==> config.mk <==
export PLATFORM = sky130hd
export DESIGN_NAME = cfb_core
export DESIGN_NICKNAME = d
export VERILOG_FILES = /design/src/cfb_arith.v /design/src/cfb_core.v
export VERILOG_INCLUDE_DIRS = /design/src
export SDC_FILE = /design/constraint.sdc
export NUM_CORES = 1
export LEC_CHECK = 0
export ABC_AREA = 1
export ABC_CLOCK_PERIOD_IN_PS = 2500
export BUFFER_PORTS_ARGS = -buffer_cell sky130_fd_sc_hd__buf_4
export CAP_MARGIN = 30
export CELL_PAD_IN_SITES_DETAIL_PLACEMENT = 1
export CELL_PAD_IN_SITES_GLOBAL_PLACEMENT = 2
export CORE_ASPECT_RATIO = 1.2
export CORE_MARGIN = 1
export CORE_UTILIZATION = 29
export DETAILED_ROUTE_END_ITERATION = 6
export GPL_ROUTABILITY_DRIVEN = 0
export PLACE_DENSITY = 0.81
export SLEW_MARGIN = 30
export SYNTH_ARGS = -nofsm -noshare
export SYNTH_HDL_FRONTEND = slang
export SYNTH_SLANG_ARGS = --single-unit
==> constraint.sdc <==
create_clock -name clk -period 2.5 [get_ports clk]
set_input_delay 0 -clock clk [delete_from_list [all_inputs] [get_ports clk]]
set_output_delay 0 -clock clk [all_outputs]
set_load 0.05 [all_outputs]
==> src/cfb_defs.vh <==
// Purpose: Constants for the flag and branch execution block
// Assumes: Flag word layout C=0 Z=1 N=2 IE=3 OSC=5 CORE=4 V=8
// Notes:   Offsets of flag bits, masks and operation codes
`ifndef CFB_DEFS_VH
`define CFB_DEFS_VH

`define CFB_BIT_C        0
`define CFB_BIT_Z        1
`define CFB_BIT_N        2
`define CFB_BIT_IE       3
`define CFB_BIT_CORE     4
`define CFB_BIT_OSC      5
`define CFB_BIT_V        8
`define CFB_IE_MASK      16'h0008
`define CFB_FLAG_RESET   16'h0000
`define CFB_PROG_CNT_RESET 20'h00000

`define CFB_OP_NONE      4'h0
`define CFB_OP_IRQ_DIS   4'h1
`define CFB_OP_IRQ_EN    4'h2
`define CFB_OP_INC       4'h3
`define CFB_OP_INC2      4'h4
`define CFB_OP_INVERT    4'h5
`define CFB_OP_JMP_C     4'h6
`define CFB_OP_JMP_Z     4'h7
`define CFB_OP_JMP_GE    4'h8
`define CFB_OP_VCLR      4'h9
`define CFB_OP_IDLE      4'ha

`endif
==> src/cfb_arith.v <==
// Purpose: Combinational increment, double increment and invert
// Assumes: Byte form uses the low eight bits only
// Notes:   Flags other than N follow the original operand, not the sum
`timescale 1ns/10ps
`include "cfb_defs.vh"
module cfb_arith (
    // Operand
    input  wire [15:0] operand,
    input  wire        byte_mode,
    input  wire [3:0]  op,
    // Result
    output reg  [15:0] result,
    output reg         res_c,
    output reg         res_z,
    output reg         res_n,
    output reg         res_v
);
    reg [15:0] ones;
    reg [15:0] half;
    reg [15:0] masked;
    always @* begin
        ones   = byte_mode ? 16'h00ff : 16'hffff;
        half   = byte_mode ? 16'h007f : 16'h7fff;
        masked = operand & ones;
        result = masked;
        res_c  = 1'b0;
        res_z  = 1'b0;
        res_v  = 1'b0;
        case (op)
            `CFB_OP_INC: begin
                result = (masked + 16'h0001) & ones;
                res_c  = (masked == ones);
                res_z  = (masked == ones);
                res_v  = (masked == half);
            end
            `CFB_OP_INC2: begin
                result = (masked + 16'h0002) & ones;
                res_z  = (masked == (ones - 16'h0001));
                res_c  = (masked == ones) || (masked == (ones - 16'h0001));
                res_v  = (masked == half) || (masked == (half - 16'h0001));
            end
            default: begin
                result = masked ^ ones;
                res_z  = (masked == ones);
                res_c  = ~(masked == ones);
                res_v  = byte_mode ? masked[7] : masked[15];
            end
        endcase
        res_n = byte_mode ? result[7] : result[15];
    end
endmodule // cfb_arith

==> src/cfb_core.v <==
// Purpose: Flag word, jump and interrupt enable handling for a subset of ops
// Assumes: One operation per op_valid cycle, issued by the core sequencer
// Notes:   Flag word layout and op codes live in cfb_defs.vh
//
// Contract
// - Disable clears enable bit via inverted mask
// - Disable leaves all other flag bits
// - Enable ORs mask, other bits kept
// - After enable, next instruction runs first
// - Increment sets carry, zero on all-ones
// - Increment overflow on largest positive value
// - Double increment zero on all-ones minus one
// - Double increment carry on top two values
// - Double increment overflow on top positives
// - Negative flag is result sign
// - Jump adds doubled sign-extended offset
// - Jump on carry when carry set
// - Jump on zero when zero set
// - Signed jump when negative equals overflow
// - Invert copies operand sign to overflow
// - Jumps change no flag or mode bit
`timescale 1ns/10ps
`include "cfb_defs.vh"
module cfb_core (
    // Clock and reset
    input  wire        clk,
    input  wire        rst,
    // Operation request
    input  wire        op_valid,
    input  wire [3:0]  op_code,
    input  wire        byte_mode,
    input  wire [15:0] operand,
    input  wire [9:0]  jump_offset,
    input  wire [19:0] next_pc_in,
    // Interrupt request from the core
    input  wire        irq_pending,
    // Results
    output reg  [15:0] flag_word,
    output reg  [19:0] program_counter,
    output reg  [15:0] result,
    output reg         result_valid,
    output reg         jump_taken,
    output reg         irq_accept,
    output reg         global_irq_enable,
    output reg         oscillator_off_bit,
    output reg         core_off_bit
);
    wire [15:0] alu_res;
    wire        alu_c;
    wire        alu_z;
    wire        alu_n;
    wire        alu_v;
    reg  [15:0] next_flag;
    reg         take;
    reg         is_alu;
    reg         hold_irq;
    wire [19:0] offset_ext;

    // Decoded operation strobes, qualified by op_valid
    reg         do_irq_dis;
    reg         do_irq_en;
    reg         do_inc;
    reg         do_inc2;
    reg         do_invert;
    reg         do_jmp_c;
    reg         do_jmp_z;
    reg         do_jmp_ge;
    reg         do_vclr;
    wire        do_alu;
    wire        do_jump;

    // Flag fields as they stand before this edge
    wire        carry_flag;
    wire        zero_flag;
    wire        negative_flag;
    wire        overflow_flag;
    wire        irq_enable_flag;
    // Next register values
    reg  [15:0] next_result;
    reg         next_result_valid;
    reg  [19:0] next_program_counter;
    reg         next_jump_taken;
    reg         next_hold_irq;
    reg         next_irq_accept;
    reg         next_global_irq_enable;
    reg         next_oscillator_off_bit;
    reg         next_core_off_bit;

    cfb_arith cfb_arith_inst (
        .operand   (operand),
        .byte_mode (byte_mode),
        .op        (op_code),
        .result    (alu_res),
        .res_c     (alu_c),
        .res_z     (alu_z),
        .res_n     (alu_n),
        .res_v     (alu_v)
    );

    // Offset doubled then sign extended to the full address width
    assign offset_ext = {{9{jump_offset[9]}}, jump_offset, 1'b0};

    // Operation decode; nothing fires without op_valid
    always @* begin
        do_irq_dis = 1'b0;
        do_irq_en  = 1'b0;
        do_inc     = 1'b0;
        do_inc2    = 1'b0;
        do_invert  = 1'b0;
        do_jmp_c   = 1'b0;
        do_jmp_z   = 1'b0;
        do_jmp_ge  = 1'b0;
        do_vclr    = 1'b0;
        if (op_valid) begin
            case (op_code)
                `CFB_OP_IRQ_DIS: do_irq_dis = 1'b1;
                `CFB_OP_IRQ_EN:  do_irq_en  = 1'b1;
                `CFB_OP_INC:     do_inc     = 1'b1;
                `CFB_OP_INC2:    do_inc2    = 1'b1;
                `CFB_OP_INVERT:  do_invert  = 1'b1;
                `CFB_OP_JMP_C:   do_jmp_c   = 1'b1;
                `CFB_OP_JMP_Z:   do_jmp_z   = 1'b1;
                `CFB_OP_JMP_GE:  do_jmp_ge  = 1'b1;
                `CFB_OP_VCLR:    do_vclr    = 1'b1;
                // Idle and unknown codes raise nothing but still move the counter
                default:         do_vclr    = 1'b0;
            endcase
        end
    end
    assign do_alu  = do_inc || do_inc2 || do_invert;
    assign do_jump = do_jmp_c || do_jmp_z || do_jmp_ge;

    // Flag fields as held in the flag word
    assign carry_flag      = flag_word[`CFB_BIT_C];
    assign zero_flag       = flag_word[`CFB_BIT_Z];
    assign negative_flag   = flag_word[`CFB_BIT_N];
    assign overflow_flag   = flag_word[`CFB_BIT_V];
    assign irq_enable_flag = flag_word[`CFB_BIT_IE];

    // Jump condition from the flags before this operation
    always @* begin
        take = 1'b0;
        if (do_jmp_c) begin
            take = carry_flag;
        end else if (do_jmp_z) begin
            take = zero_flag;
        end else if (do_jmp_ge) begin
            take = ~(negative_flag ^ overflow_flag);
        end
    end

    // Flag word update; jumps and unknown codes leave it alone
    always @* begin
        next_flag = flag_word;
        is_alu    = do_alu;
        if (do_irq_dis) begin
            next_flag = flag_word & ~`CFB_IE_MASK;
        end else if (do_irq_en) begin
            next_flag = flag_word | `CFB_IE_MASK;
        end else if (do_alu) begin
            next_flag[`CFB_BIT_C] = alu_c;
            next_flag[`CFB_BIT_Z] = alu_z;
            next_flag[`CFB_BIT_N] = alu_n;
            next_flag[`CFB_BIT_V] = alu_v;
        end else if (do_vclr) begin
            next_flag[`CFB_BIT_V] = 1'b0;
        end
    end

    // Mode bits mirror the word they will hold after this edge
    always @* begin
        next_global_irq_enable  = next_flag[`CFB_BIT_IE];
        next_oscillator_off_bit = next_flag[`CFB_BIT_OSC];
        next_core_off_bit       = next_flag[`CFB_BIT_CORE];
    end

    // Result word and its one-cycle strobe
    always @* begin
        next_result       = result;
        next_result_valid = is_alu;
        if (is_alu) begin
            next_result = alu_res;
        end
    end

    // Program counter follows every accepted operation
    always @* begin
        next_program_counter = program_counter;
        next_jump_taken      = do_jump && take;
        if (op_valid) begin
            if (take) begin
                // Taken jump is relative to the following instruction
                next_program_counter = next_pc_in + offset_ext;
            end else begin
                next_program_counter = next_pc_in;
            end
        end
    end

    // Enable holds off service until one more instruction retires
    always @* begin
        next_hold_irq = hold_irq;
        if (do_irq_en) begin
            next_hold_irq = 1'b1;
        end else if (op_valid) begin
            next_hold_irq = 1'b0;
        end
    end

    // Disable acts from the next edge, so one more accept can slip through
    always @* begin
        next_irq_accept = 1'b0;
        if (irq_pending && irq_enable_flag) begin
            if (!hold_irq && !do_irq_en) begin
                next_irq_accept = 1'b1;
            end
        end
    end

    // Registered outputs, one flop group each
    always @(posedge clk or posedge rst) begin
        if (rst) begin
            flag_word <= `CFB_FLAG_RESET;
        end else begin
            flag_word <= next_flag;
        end
    end

    always @(posedge clk or posedge rst) begin
        if (rst) begin
            global_irq_enable <= 1'b0;
        end else begin
            global_irq_enable <= next_global_irq_enable;
        end
    end

    always @(posedge clk or posedge rst) begin
        if (rst) begin
            oscillator_off_bit <= 1'b0;
        end else begin
            oscillator_off_bit <= next_oscillator_off_bit;
        end
    end

    always @(posedge clk or posedge rst) begin
        if (rst) begin
            core_off_bit <= 1'b0;
        end else begin
            core_off_bit <= next_core_off_bit;
        end
    end

    always @(posedge clk or posedge rst) begin
        if (rst) begin
            result <= 16'h0000;
        end else begin
            result <= next_result;
        end
    end

    always @(posedge clk or posedge rst) begin
        if (rst) begin
            result_valid <= 1'b0;
        end else begin
            result_valid <= next_result_valid;
        end
    end

    always @(posedge clk or posedge rst) begin
        if (rst) begin
            program_counter <= `CFB_PROG_CNT_RESET;
        end else begin
            program_counter <= next_program_counter;
        end
    end

    always @(posedge clk or posedge rst) begin
        if (rst) begin
            jump_taken <= 1'b0;
        end else begin
            jump_taken <= next_jump_taken;
        end
    end

    always @(posedge clk or posedge rst) begin
        if (rst) begin
            hold_irq <= 1'b0;
        end else begin
            hold_irq <= next_hold_irq;
        end
    end

    always @(posedge clk or posedge rst) begin
        if (rst) begin
            irq_accept <= 1'b0;
        end else begin
            irq_accept <= next_irq_accept;
        end
    end
endmodule // cfb_core

==> results of run 1 <==
[layer usage]
metal	up-vias	part of all wire	GRT usage
met5	-	0	0
met4	0	0.016	0.0521
met3	12	0.040	0.0372
met2	72	0.55	0.376
met1	1810	0.39	0.194
li1	1946	-	-
[layout make-up]
cell class	count	area share
clock buffers	5	0.0260
clock inverters	3	0.0135
inverters	51	0.0403
multi-input cells	430	0.454
flip-flops and latches	45	0.234
well taps	161	0.0419
repair buffers	117	0.189
[cell usage in the layout, fill, tap and decap left out, types with 2 or more instances in the layout]
master / count
dfrtp_1: 45
or2_2: 3
clkbuf_16: 5
buf_4: 104
o211ai_1: 4
ha_1: 21
nand4_1: 7
o21ai_0: 35
bufinv_16: 2
inv_2: 3
o21bai_1: 4
nor3_1: 6
o21ai_1: 7
and2_1: 2
xnor2_1: 9
xor2_1: 8
a21oi_1: 30
nand3_1: 38
nor2_1: 54
nand2_1: 171
a21o_1: 4
conb_1: 13
inv_1: 47
dlygate4sd3_1: 13
[cells by family (layout without fill, tap and decap cells)]
family	after synthesis	after routing	share of synthesized area
other	1	13	0.00103
AND/OR/NAND/NOR	284	284	0.324
buffers and inverters	75	176	0.0994
AO/OA/AOI/OAI	93	93	0.143
flip-flops	45	45	0.311
multiplexers	1	1	0.00311
XOR/XNOR	17	17	0.0411
adder cells (fa/ha/maj)	22	22	0.0780
[per-stage QoR]
step | total power [mW] | util | setup slack, ns | cells | area, µm²
final | 3.12 | 0.395 | 0.534 | 812 | 4810
after global routing | 3.29 | 0.395 | 0.331 | 812 | 4810
after CTS | 3.16 | 0.395 | 0.517 | 812 | 4810
after detailed placement | 2.25 | 0.369 | 0.555 | 791 | 4490
after global placement | 2.23 | 0.369 | 0.615 | 791 | 4480
after floorplan | 1.84 | - | 0.838 | 550 | 3670
[report_power, final]
part,switching (mW),internal [mW],leakage [nW]
combinational,0.907,0.418,1.84
sequential,0.0709,0.844,0.558
clock,0.308,0.572,0.0938
total,1.29,1.83,2.49
[how the worst min path moves through the flow]
stage / from / to / cells past startpoint
floorplan: next_pc_in[0] / program_counter[0]$_DFFE_PP0P_ / 2
global placement: next_pc_in[0] / program_counter[0]$_DFFE_PP0P_ / 3
detailed placement: rst / program_counter[0]$_DFFE_PP0P_ / 2
CTS: operand[11] / result[11]$_DFFE_PP0P_ / 4
global route: operand[11] / result[11]$_DFFE_PP0P_ / 4
finish: operand[11] / result[11]$_DFFE_PP0P_ / 4
[cells in the mapped netlist, drive strengths merged]
master / instances / share of area
or2: 3 / 0.0052
o211ai: 4 / 0.0083
fa: 1 / 0.0055
a21o: 4 / 0.0083
mux2: 1 / 0.0031
xor2: 8 / 0.019
nand2: 171 / 0.18
a31o: 1 / 0.0024
o22ai: 1 / 0.0017
inv: 51 / 0.053
conb: 1 / 0.0010
a31oi: 1 / 0.0017
o21ai: 43 / 0.060
nand4: 7 / 0.012
a22oi: 1 / 0.0021
a21boi: 2 / 0.0041
nor4: 1 / 0.0017
nand3: 38 / 0.052
dfrtp: 45 / 0.31
a21oi: 30 / 0.041
xnor2: 9 / 0.022
o21a: 1 / 0.0021
o21bai: 4 / 0.0083
nor3: 7 / 0.013
buf: 22 / 0.045
a41oi: 1 / 0.0024
nor2: 55 / 0.059
and2: 2 / 0.0035
ha: 21 / 0.072
clkbuf: 2 / 0.0021
[tightest hold or removal path, stage by stage]
cell,delay [ns]
buf_4,0.11
nand2_1,0.05
nand2_1,0.05
o21ai_1,0.05
[registers in the layout (all words and copies together), names as in the netlist]
register / count
flag_word: 5
jump_taken: 1
hold_irq: 1
result: 16
irq_accept: 1
program_counter: 20
result_valid: 1
==> reports/qor.txt, run 1 <==
Status -> finished, final reports clean
Cells after synthesis -> 538
Router iterations before antenna repair -> 4
Layout cells sized above 1 -> 0.190
Chip height -> 124 µm
VDD IR max -> 0.285 mV
Number of synthesis warnings -> 0
Fin nets -> 727
Setup TNS -> 0 ns
LEAKAGE -> 2.49 nW
Flop-to-flop setup slack -> 0.87 ns
Synth Register Bits -> 45
Clk slew on worst S/H paths -> 0.07 ns
Sequential fraction of the synthesis area -> 0.311
Inserted Clock Buffers -> 5
CP endpoint kind -> flop
Worst path most repeated cell -> nand3_1
Worst path depth -> 14
CP top delay family -> buffers and inverters
Crit path max fanout -> 3
RSZ-0062 raised after global routing -> false
Worst reg2reg startpoint -> flag_word[8]$_DFFE_PP0P_
Clk root buf -> clkbuf_16
CP endpoint -> program_counter[13]$_DFFE_PP0P_
Residual DRC -> 0
Slowest Stage Delay on Critical Path -> 0.53 ns
TritonCTS sink count -> 45
Initial antenna violation count -> 0
Post-DP HPWL -> 9.35 mm
Hold Slack -> 0.00768 ns
Routed Antenna Nets -> 0
Via Count -> 3840
H-tree depth -> 2
Synthesized area -> 3630 µm²
ANT cells -> 0
PwrDens -> 649 nW/µm²
Core area -> 12200 µm²
Post-Route WL -> 11.8 mm
All-Layer GR Usage -> 0.188
DIE AREA -> 13000 µm²
1st-iter DRT viols -> 81
Row cnt -> 44
Die X -> 104 µm
P&R area growth vs syn -> 32.6%
Mean routed wirelength per cell -> 14.5 µm
FILL cells -> 1597
Rel. slew slack -> 0.601
Number of global-route vias before repair -> 4092
First-pass GRT wire length -> 19.7 mm
Worst R2R End -> program_counter[3]$_DFFE_PP0P_
Storage element area -> 1130 µm²
Finish-stage setup viols -> 0
Total of max-cap violations -> 0
Via density -> 4.73
Least-Margin Pin Slew -> 0.598 ns
Final Hold Viols -> 0
Critical path launch point type -> input pin
Syn avg cell area -> 6.74 µm²
Global route total overflow -> 0
Post-cts sizing count -> 0
Initial core utilization -> 0.298
Port Buf Inserts -> 99
Multi-input logic area -> 2180 µm²
Final Cycle Share -> 0.787
Crit path buffers/inverters -> 4
CTS tree -> done
Worst Skew -> 0.00353 ns
I/O Pins -> 113
Pins over their slew limit -> 0
Cell count of the worst reg-to-reg path -> 7
# hold bufs at CTS -> 13
Tmin final -> 1.97 ns
Post-CTS Setup Repair Bufs -> 0
Hold/Removal Path Class -> in -> reg
Crit path DAT -> 2.15 ns
Worst setup path startpoint -> next_pc_in[2]
Largest net degree at the start of global routing -> 46
Crit-path cells -> dlygate4sd3_1, buf_4, inv_1, fa_1, inv_1, nand3_1, nand3_1, nand3_1, a21boi_0, nor2_1, nand2_1, nand3_1, nand2_1, nand2_1
Synth cell types -> 39
Data required, critical path -> 2.69 ns
Clk buf depth -> 2
Crit Path Class -> in -> reg
Crit-path slowest cell -> dlygate4sd3_1
Clk Latency, worst-skew pair -> 0.29 ns
Fmax -> 509 MHz
Note: power is estimated with default switching activity, not from simulation.
==> run 2, diff against run 1 <==
--- a/config.mk
+++ b/config.mk
@@ -7,17 +7,17 @@
 export NUM_CORES = 1
 export LEC_CHECK = 0
 export ABC_AREA = 1
-export ABC_CLOCK_PERIOD_IN_PS = 2500
+export ABC_CLOCK_PERIOD_IN_PS = 1960
 export BUFFER_PORTS_ARGS = -buffer_cell sky130_fd_sc_hd__buf_4
 export CAP_MARGIN = 30
 export CELL_PAD_IN_SITES_DETAIL_PLACEMENT = 1
 export CELL_PAD_IN_SITES_GLOBAL_PLACEMENT = 2
 export CORE_ASPECT_RATIO = 1.2
 export CORE_MARGIN = 1
-export CORE_UTILIZATION = 29
+export CORE_UTILIZATION = 27
 export DETAILED_ROUTE_END_ITERATION = 6
 export GPL_ROUTABILITY_DRIVEN = 0
-export PLACE_DENSITY = 0.81
+export PLACE_DENSITY = 0.76
 export SLEW_MARGIN = 30
 export SYNTH_ARGS = -nofsm -noshare
 export SYNTH_HDL_FRONTEND = slang
==> constraint.sdc (replaced) <==
create_clock -name clk -period 1.96 [get_ports clk]
set_input_delay 0 -clock clk [delete_from_list [all_inputs] [get_ports clk]]
set_output_delay 0 -clock clk [all_outputs]
set_load 0.05 [all_outputs]
==> run 2 against run 1 <==
  * Largest cell class unchanged
  * First-iteration DRC count grew 19%
  * Power is 22% higher
  * Highest routed layer unchanged
  * Register-to-register slack lost 0.44 ns
  * Worst hold slack lost 0.0037 ns
  * Wire length grew 5.4%
  * Combinational power up 31%
  * Design area increased by 1.3%
  * Die area grew 7.3%
  * Sequential share of layout area shrank 0.30 points
  * Setup slack got worse by 0.37 ns
  * Critical path depth shrank 1
==> reports/qor.txt, run 2 (synthesis gave the netlist of run 1 again) <==
Status -> finished, final reports clean
Hold/Removal Path Class -> in -> reg
1st-iter DRT viols -> 96 (+19%)
LEAKAGE -> 2.48 nW (-0.36%)
Fin nets -> 729 (+0.28%)
Most common cell after layout, fill and taps aside -> nand2_1
Slowest Stage Delay on Critical Path -> 0.53 ns (about the same)
Core area -> 13200 µm² (+8.3%)
Clk slew on worst S/H paths -> 0.07 ns (about the same)
HP Start -> operand[11]
CTS tree -> done
Port Buf Inserts -> 99 (unchanged)
Final Hold Viols -> 0 (unchanged)
TritonCTS sink count -> 45 (unchanged)
CP top delay family -> buffers and inverters
Data required, critical path -> 2.15 ns (-0.54 ns)
Largest registers -> program_counter (20), result (16), flag_word (5)
ANT cells -> 0 (unchanged)
VDD IR max -> 0.400 mV (+40%)
Post-DP HPWL -> 9.63 mm (+3.0%)
Crit path max fanout -> 4 (+1)
FILL cells -> 1697 (+6.3%)
Total of max-cap violations -> 0 (unchanged)
Router iterations before antenna repair -> 4 (unchanged)
RSZ-0062 raised after global routing -> false
Rel. slew slack -> 0.569 (-0.0321)
Worst path most repeated cell -> nand2_1
Layout cells sized above 1 -> 0.222 (+0.0319)
Post-CTS Setup Repair Bufs -> 0 (unchanged)
Initial antenna violation count -> 0 (unchanged)
Finish-stage setup viols -> 0 (unchanged)
First-pass GRT wire length -> 20.2 mm (+2.4%)
Hold Path Depth -> 4 (unchanged)
Clk root buf -> clkbuf_16
Initial core utilization -> 0.275 (-0.0229)
Fmax -> 558 MHz
Chip height -> 129 µm (+3.6%)
I/O Pins -> 113 (unchanged)
Largest Register -> program_counter
Via Count -> 3879 (+1.0%)
Die X -> 108 µm (+3.6%)
Row cnt -> 46 (+4.5%)
Crit Path Class -> in -> reg
Number of global-route vias before repair -> 4235 (+3.5%)
Hold Path Sink -> result[11]$_DFFE_PP0P_
Crit-path cells -> dlygate4sd3_1, buf_4, ha_2, a21oi_1, o21ai_0, nand2_1, nand2_1, nand2_1, nand3_1, nand2_1, nand3_1, nand2_1, nand2_1
PwrDens -> 779 nW/µm² (+20%)
Post-Route WL -> 12.4 mm (+5.4%)
H-tree depth -> 2 (unchanged)
CP endpoint kind -> flop
Clk Latency, worst-skew pair -> 0.29 ns (about the same)
Largest net degree at the start of global routing -> 46 (unchanged)
Mean routed wirelength per cell -> 15.1 µm (+4.4%)
Flop-to-flop setup slack -> 0.43 ns (-0.44 ns)
Routed Antenna Nets -> 0 (unchanged)
Tmin final -> 1.79 ns
Max reg flops -> 20 (unchanged)
Global route total overflow -> 0 (unchanged)
Crit-path slowest cell -> dlygate4sd3_1
All-Layer GR Usage -> 0.186 (-0.00211)
Commonest non-fill, non-tap cells in the layout -> nand2_1 (168), buf_4 (106), nor2_1 (51)
DIE AREA -> 13900 µm² (+7.3%)
Final Power -> 3.79 mW (+22%)
Final Cycle Share -> 0.915
Cell count of the worst reg-to-reg path -> 8 (+1)
Crit path DAT -> 1.99 ns (-0.16 ns)
Least-Margin Pin Slew -> 0.646 ns (+0.0481 ns)
Crit path buffers/inverters -> 2 (-2)
Pins over their slew limit -> 0 (unchanged)
Worst R2R End -> program_counter[17]$_DFFE_PP0P_
Worst reg2reg startpoint -> flag_word[2]$_DFFE_PP0P_
P&R area growth vs syn -> 34.3%
Inserted Clock Buffers -> 5 (unchanged)
Clk buf depth -> 2 (unchanged)
Critical path launch point type -> input pin
Via density -> 4.73 (about the same)
Residual DRC -> 0 (unchanged)
Setup TNS -> 0 ns (unchanged)
Worst Skew -> 0.00603 ns (+0.00249 ns)
-- run 2: timing repair --
action,4_1_cts,5_1_grt
endpoints found under the hold margin,56,0
setup endpoints to repair,0,14
gates resized for setup,0,23
hold buffers,12,0
-- run 2: cell type report --
class | instances | area (µm²) | share of cell area
well taps | 168 | 210 | 0.0432
repair buffers | 119 | 936 | 0.192
multi-input cells | 430 | 2260 | 0.465
inverters | 51 | 191 | 0.0393
clock buffers | 7 | 143 | 0.0293
flip-flops and latches | 45 | 1130 | 0.231
-- run 2: worst max-delay path by stage --
stage | from | endpoint | slack [ns] | cells past startpoint
detailed placement | next_pc_in[1] | program_counter[13]$_DFFE_PP0P_ | 0.1 | 14
global route | next_pc_in[5] | program_counter[19]$_DFFE_PP0P_ | 0.001 | 17
floorplan | flag_word[8]$_DFFE_PP0P_ | program_counter[11]$_DFFE_PP0P_ | 0.30 | 6
global placement | next_pc_in[1] | program_counter[13]$_DFFE_PP0P_ | 0.16 | 14
finish | next_pc_in[5] | program_counter[18]$_DFFE_PP0P_ | 0.17 | 13
CTS | next_pc_in[2] | program_counter[13]$_DFFE_PP0P_ | 0.02 | 14
-- run 2: metrics by stage --
stage	std cells	hold WS, ns	utilization	instance area [µm²]	setup WS, ns
2_1_floorplan	550	0.118	-	3670	0.298
5_1_grt	820	0.0344	0.369	4870	0.00124
6_report	820	0.00394	0.369	4870	0.167
3_3_place_gp	801	0.203	0.344	4530	0.162
4_1_cts	820	0.000429	0.363	4790	0.0167
3_5_place_dp	801	0.212	0.344	4530	0.0963
-- run 2: worst min-delay path: cells and delay by family --
kind / cells / cell delay [ns]
buffers and inverters: 1 / 0.11
AO/OA/AOI/OAI: 1 / 0.05
AND/OR/NAND/NOR: 2 / 0.10
-- run 2: routing by layer --
metal | GRT usage | share of wire | up-vias
met5 | 0 | 0 | -
met4 | 0.0588 | 0.018 | 0
met3 | 0.0334 | 0.040 | 13
met2 | 0.367 | 0.55 | 79
met1 | 0.195 | 0.39 | 1843
li1 | - | - | 1944
-- run 2: power by group --
group | switching (mW) | internal [mW] | leakage [nW]
clock | 0.390 | 0.503 | 0.0700
sequential | 0.0934 | 1.08 | 0.558
combinational | 1.18 | 0.553 | 1.86
total | 1.66 | 2.13 | 2.48
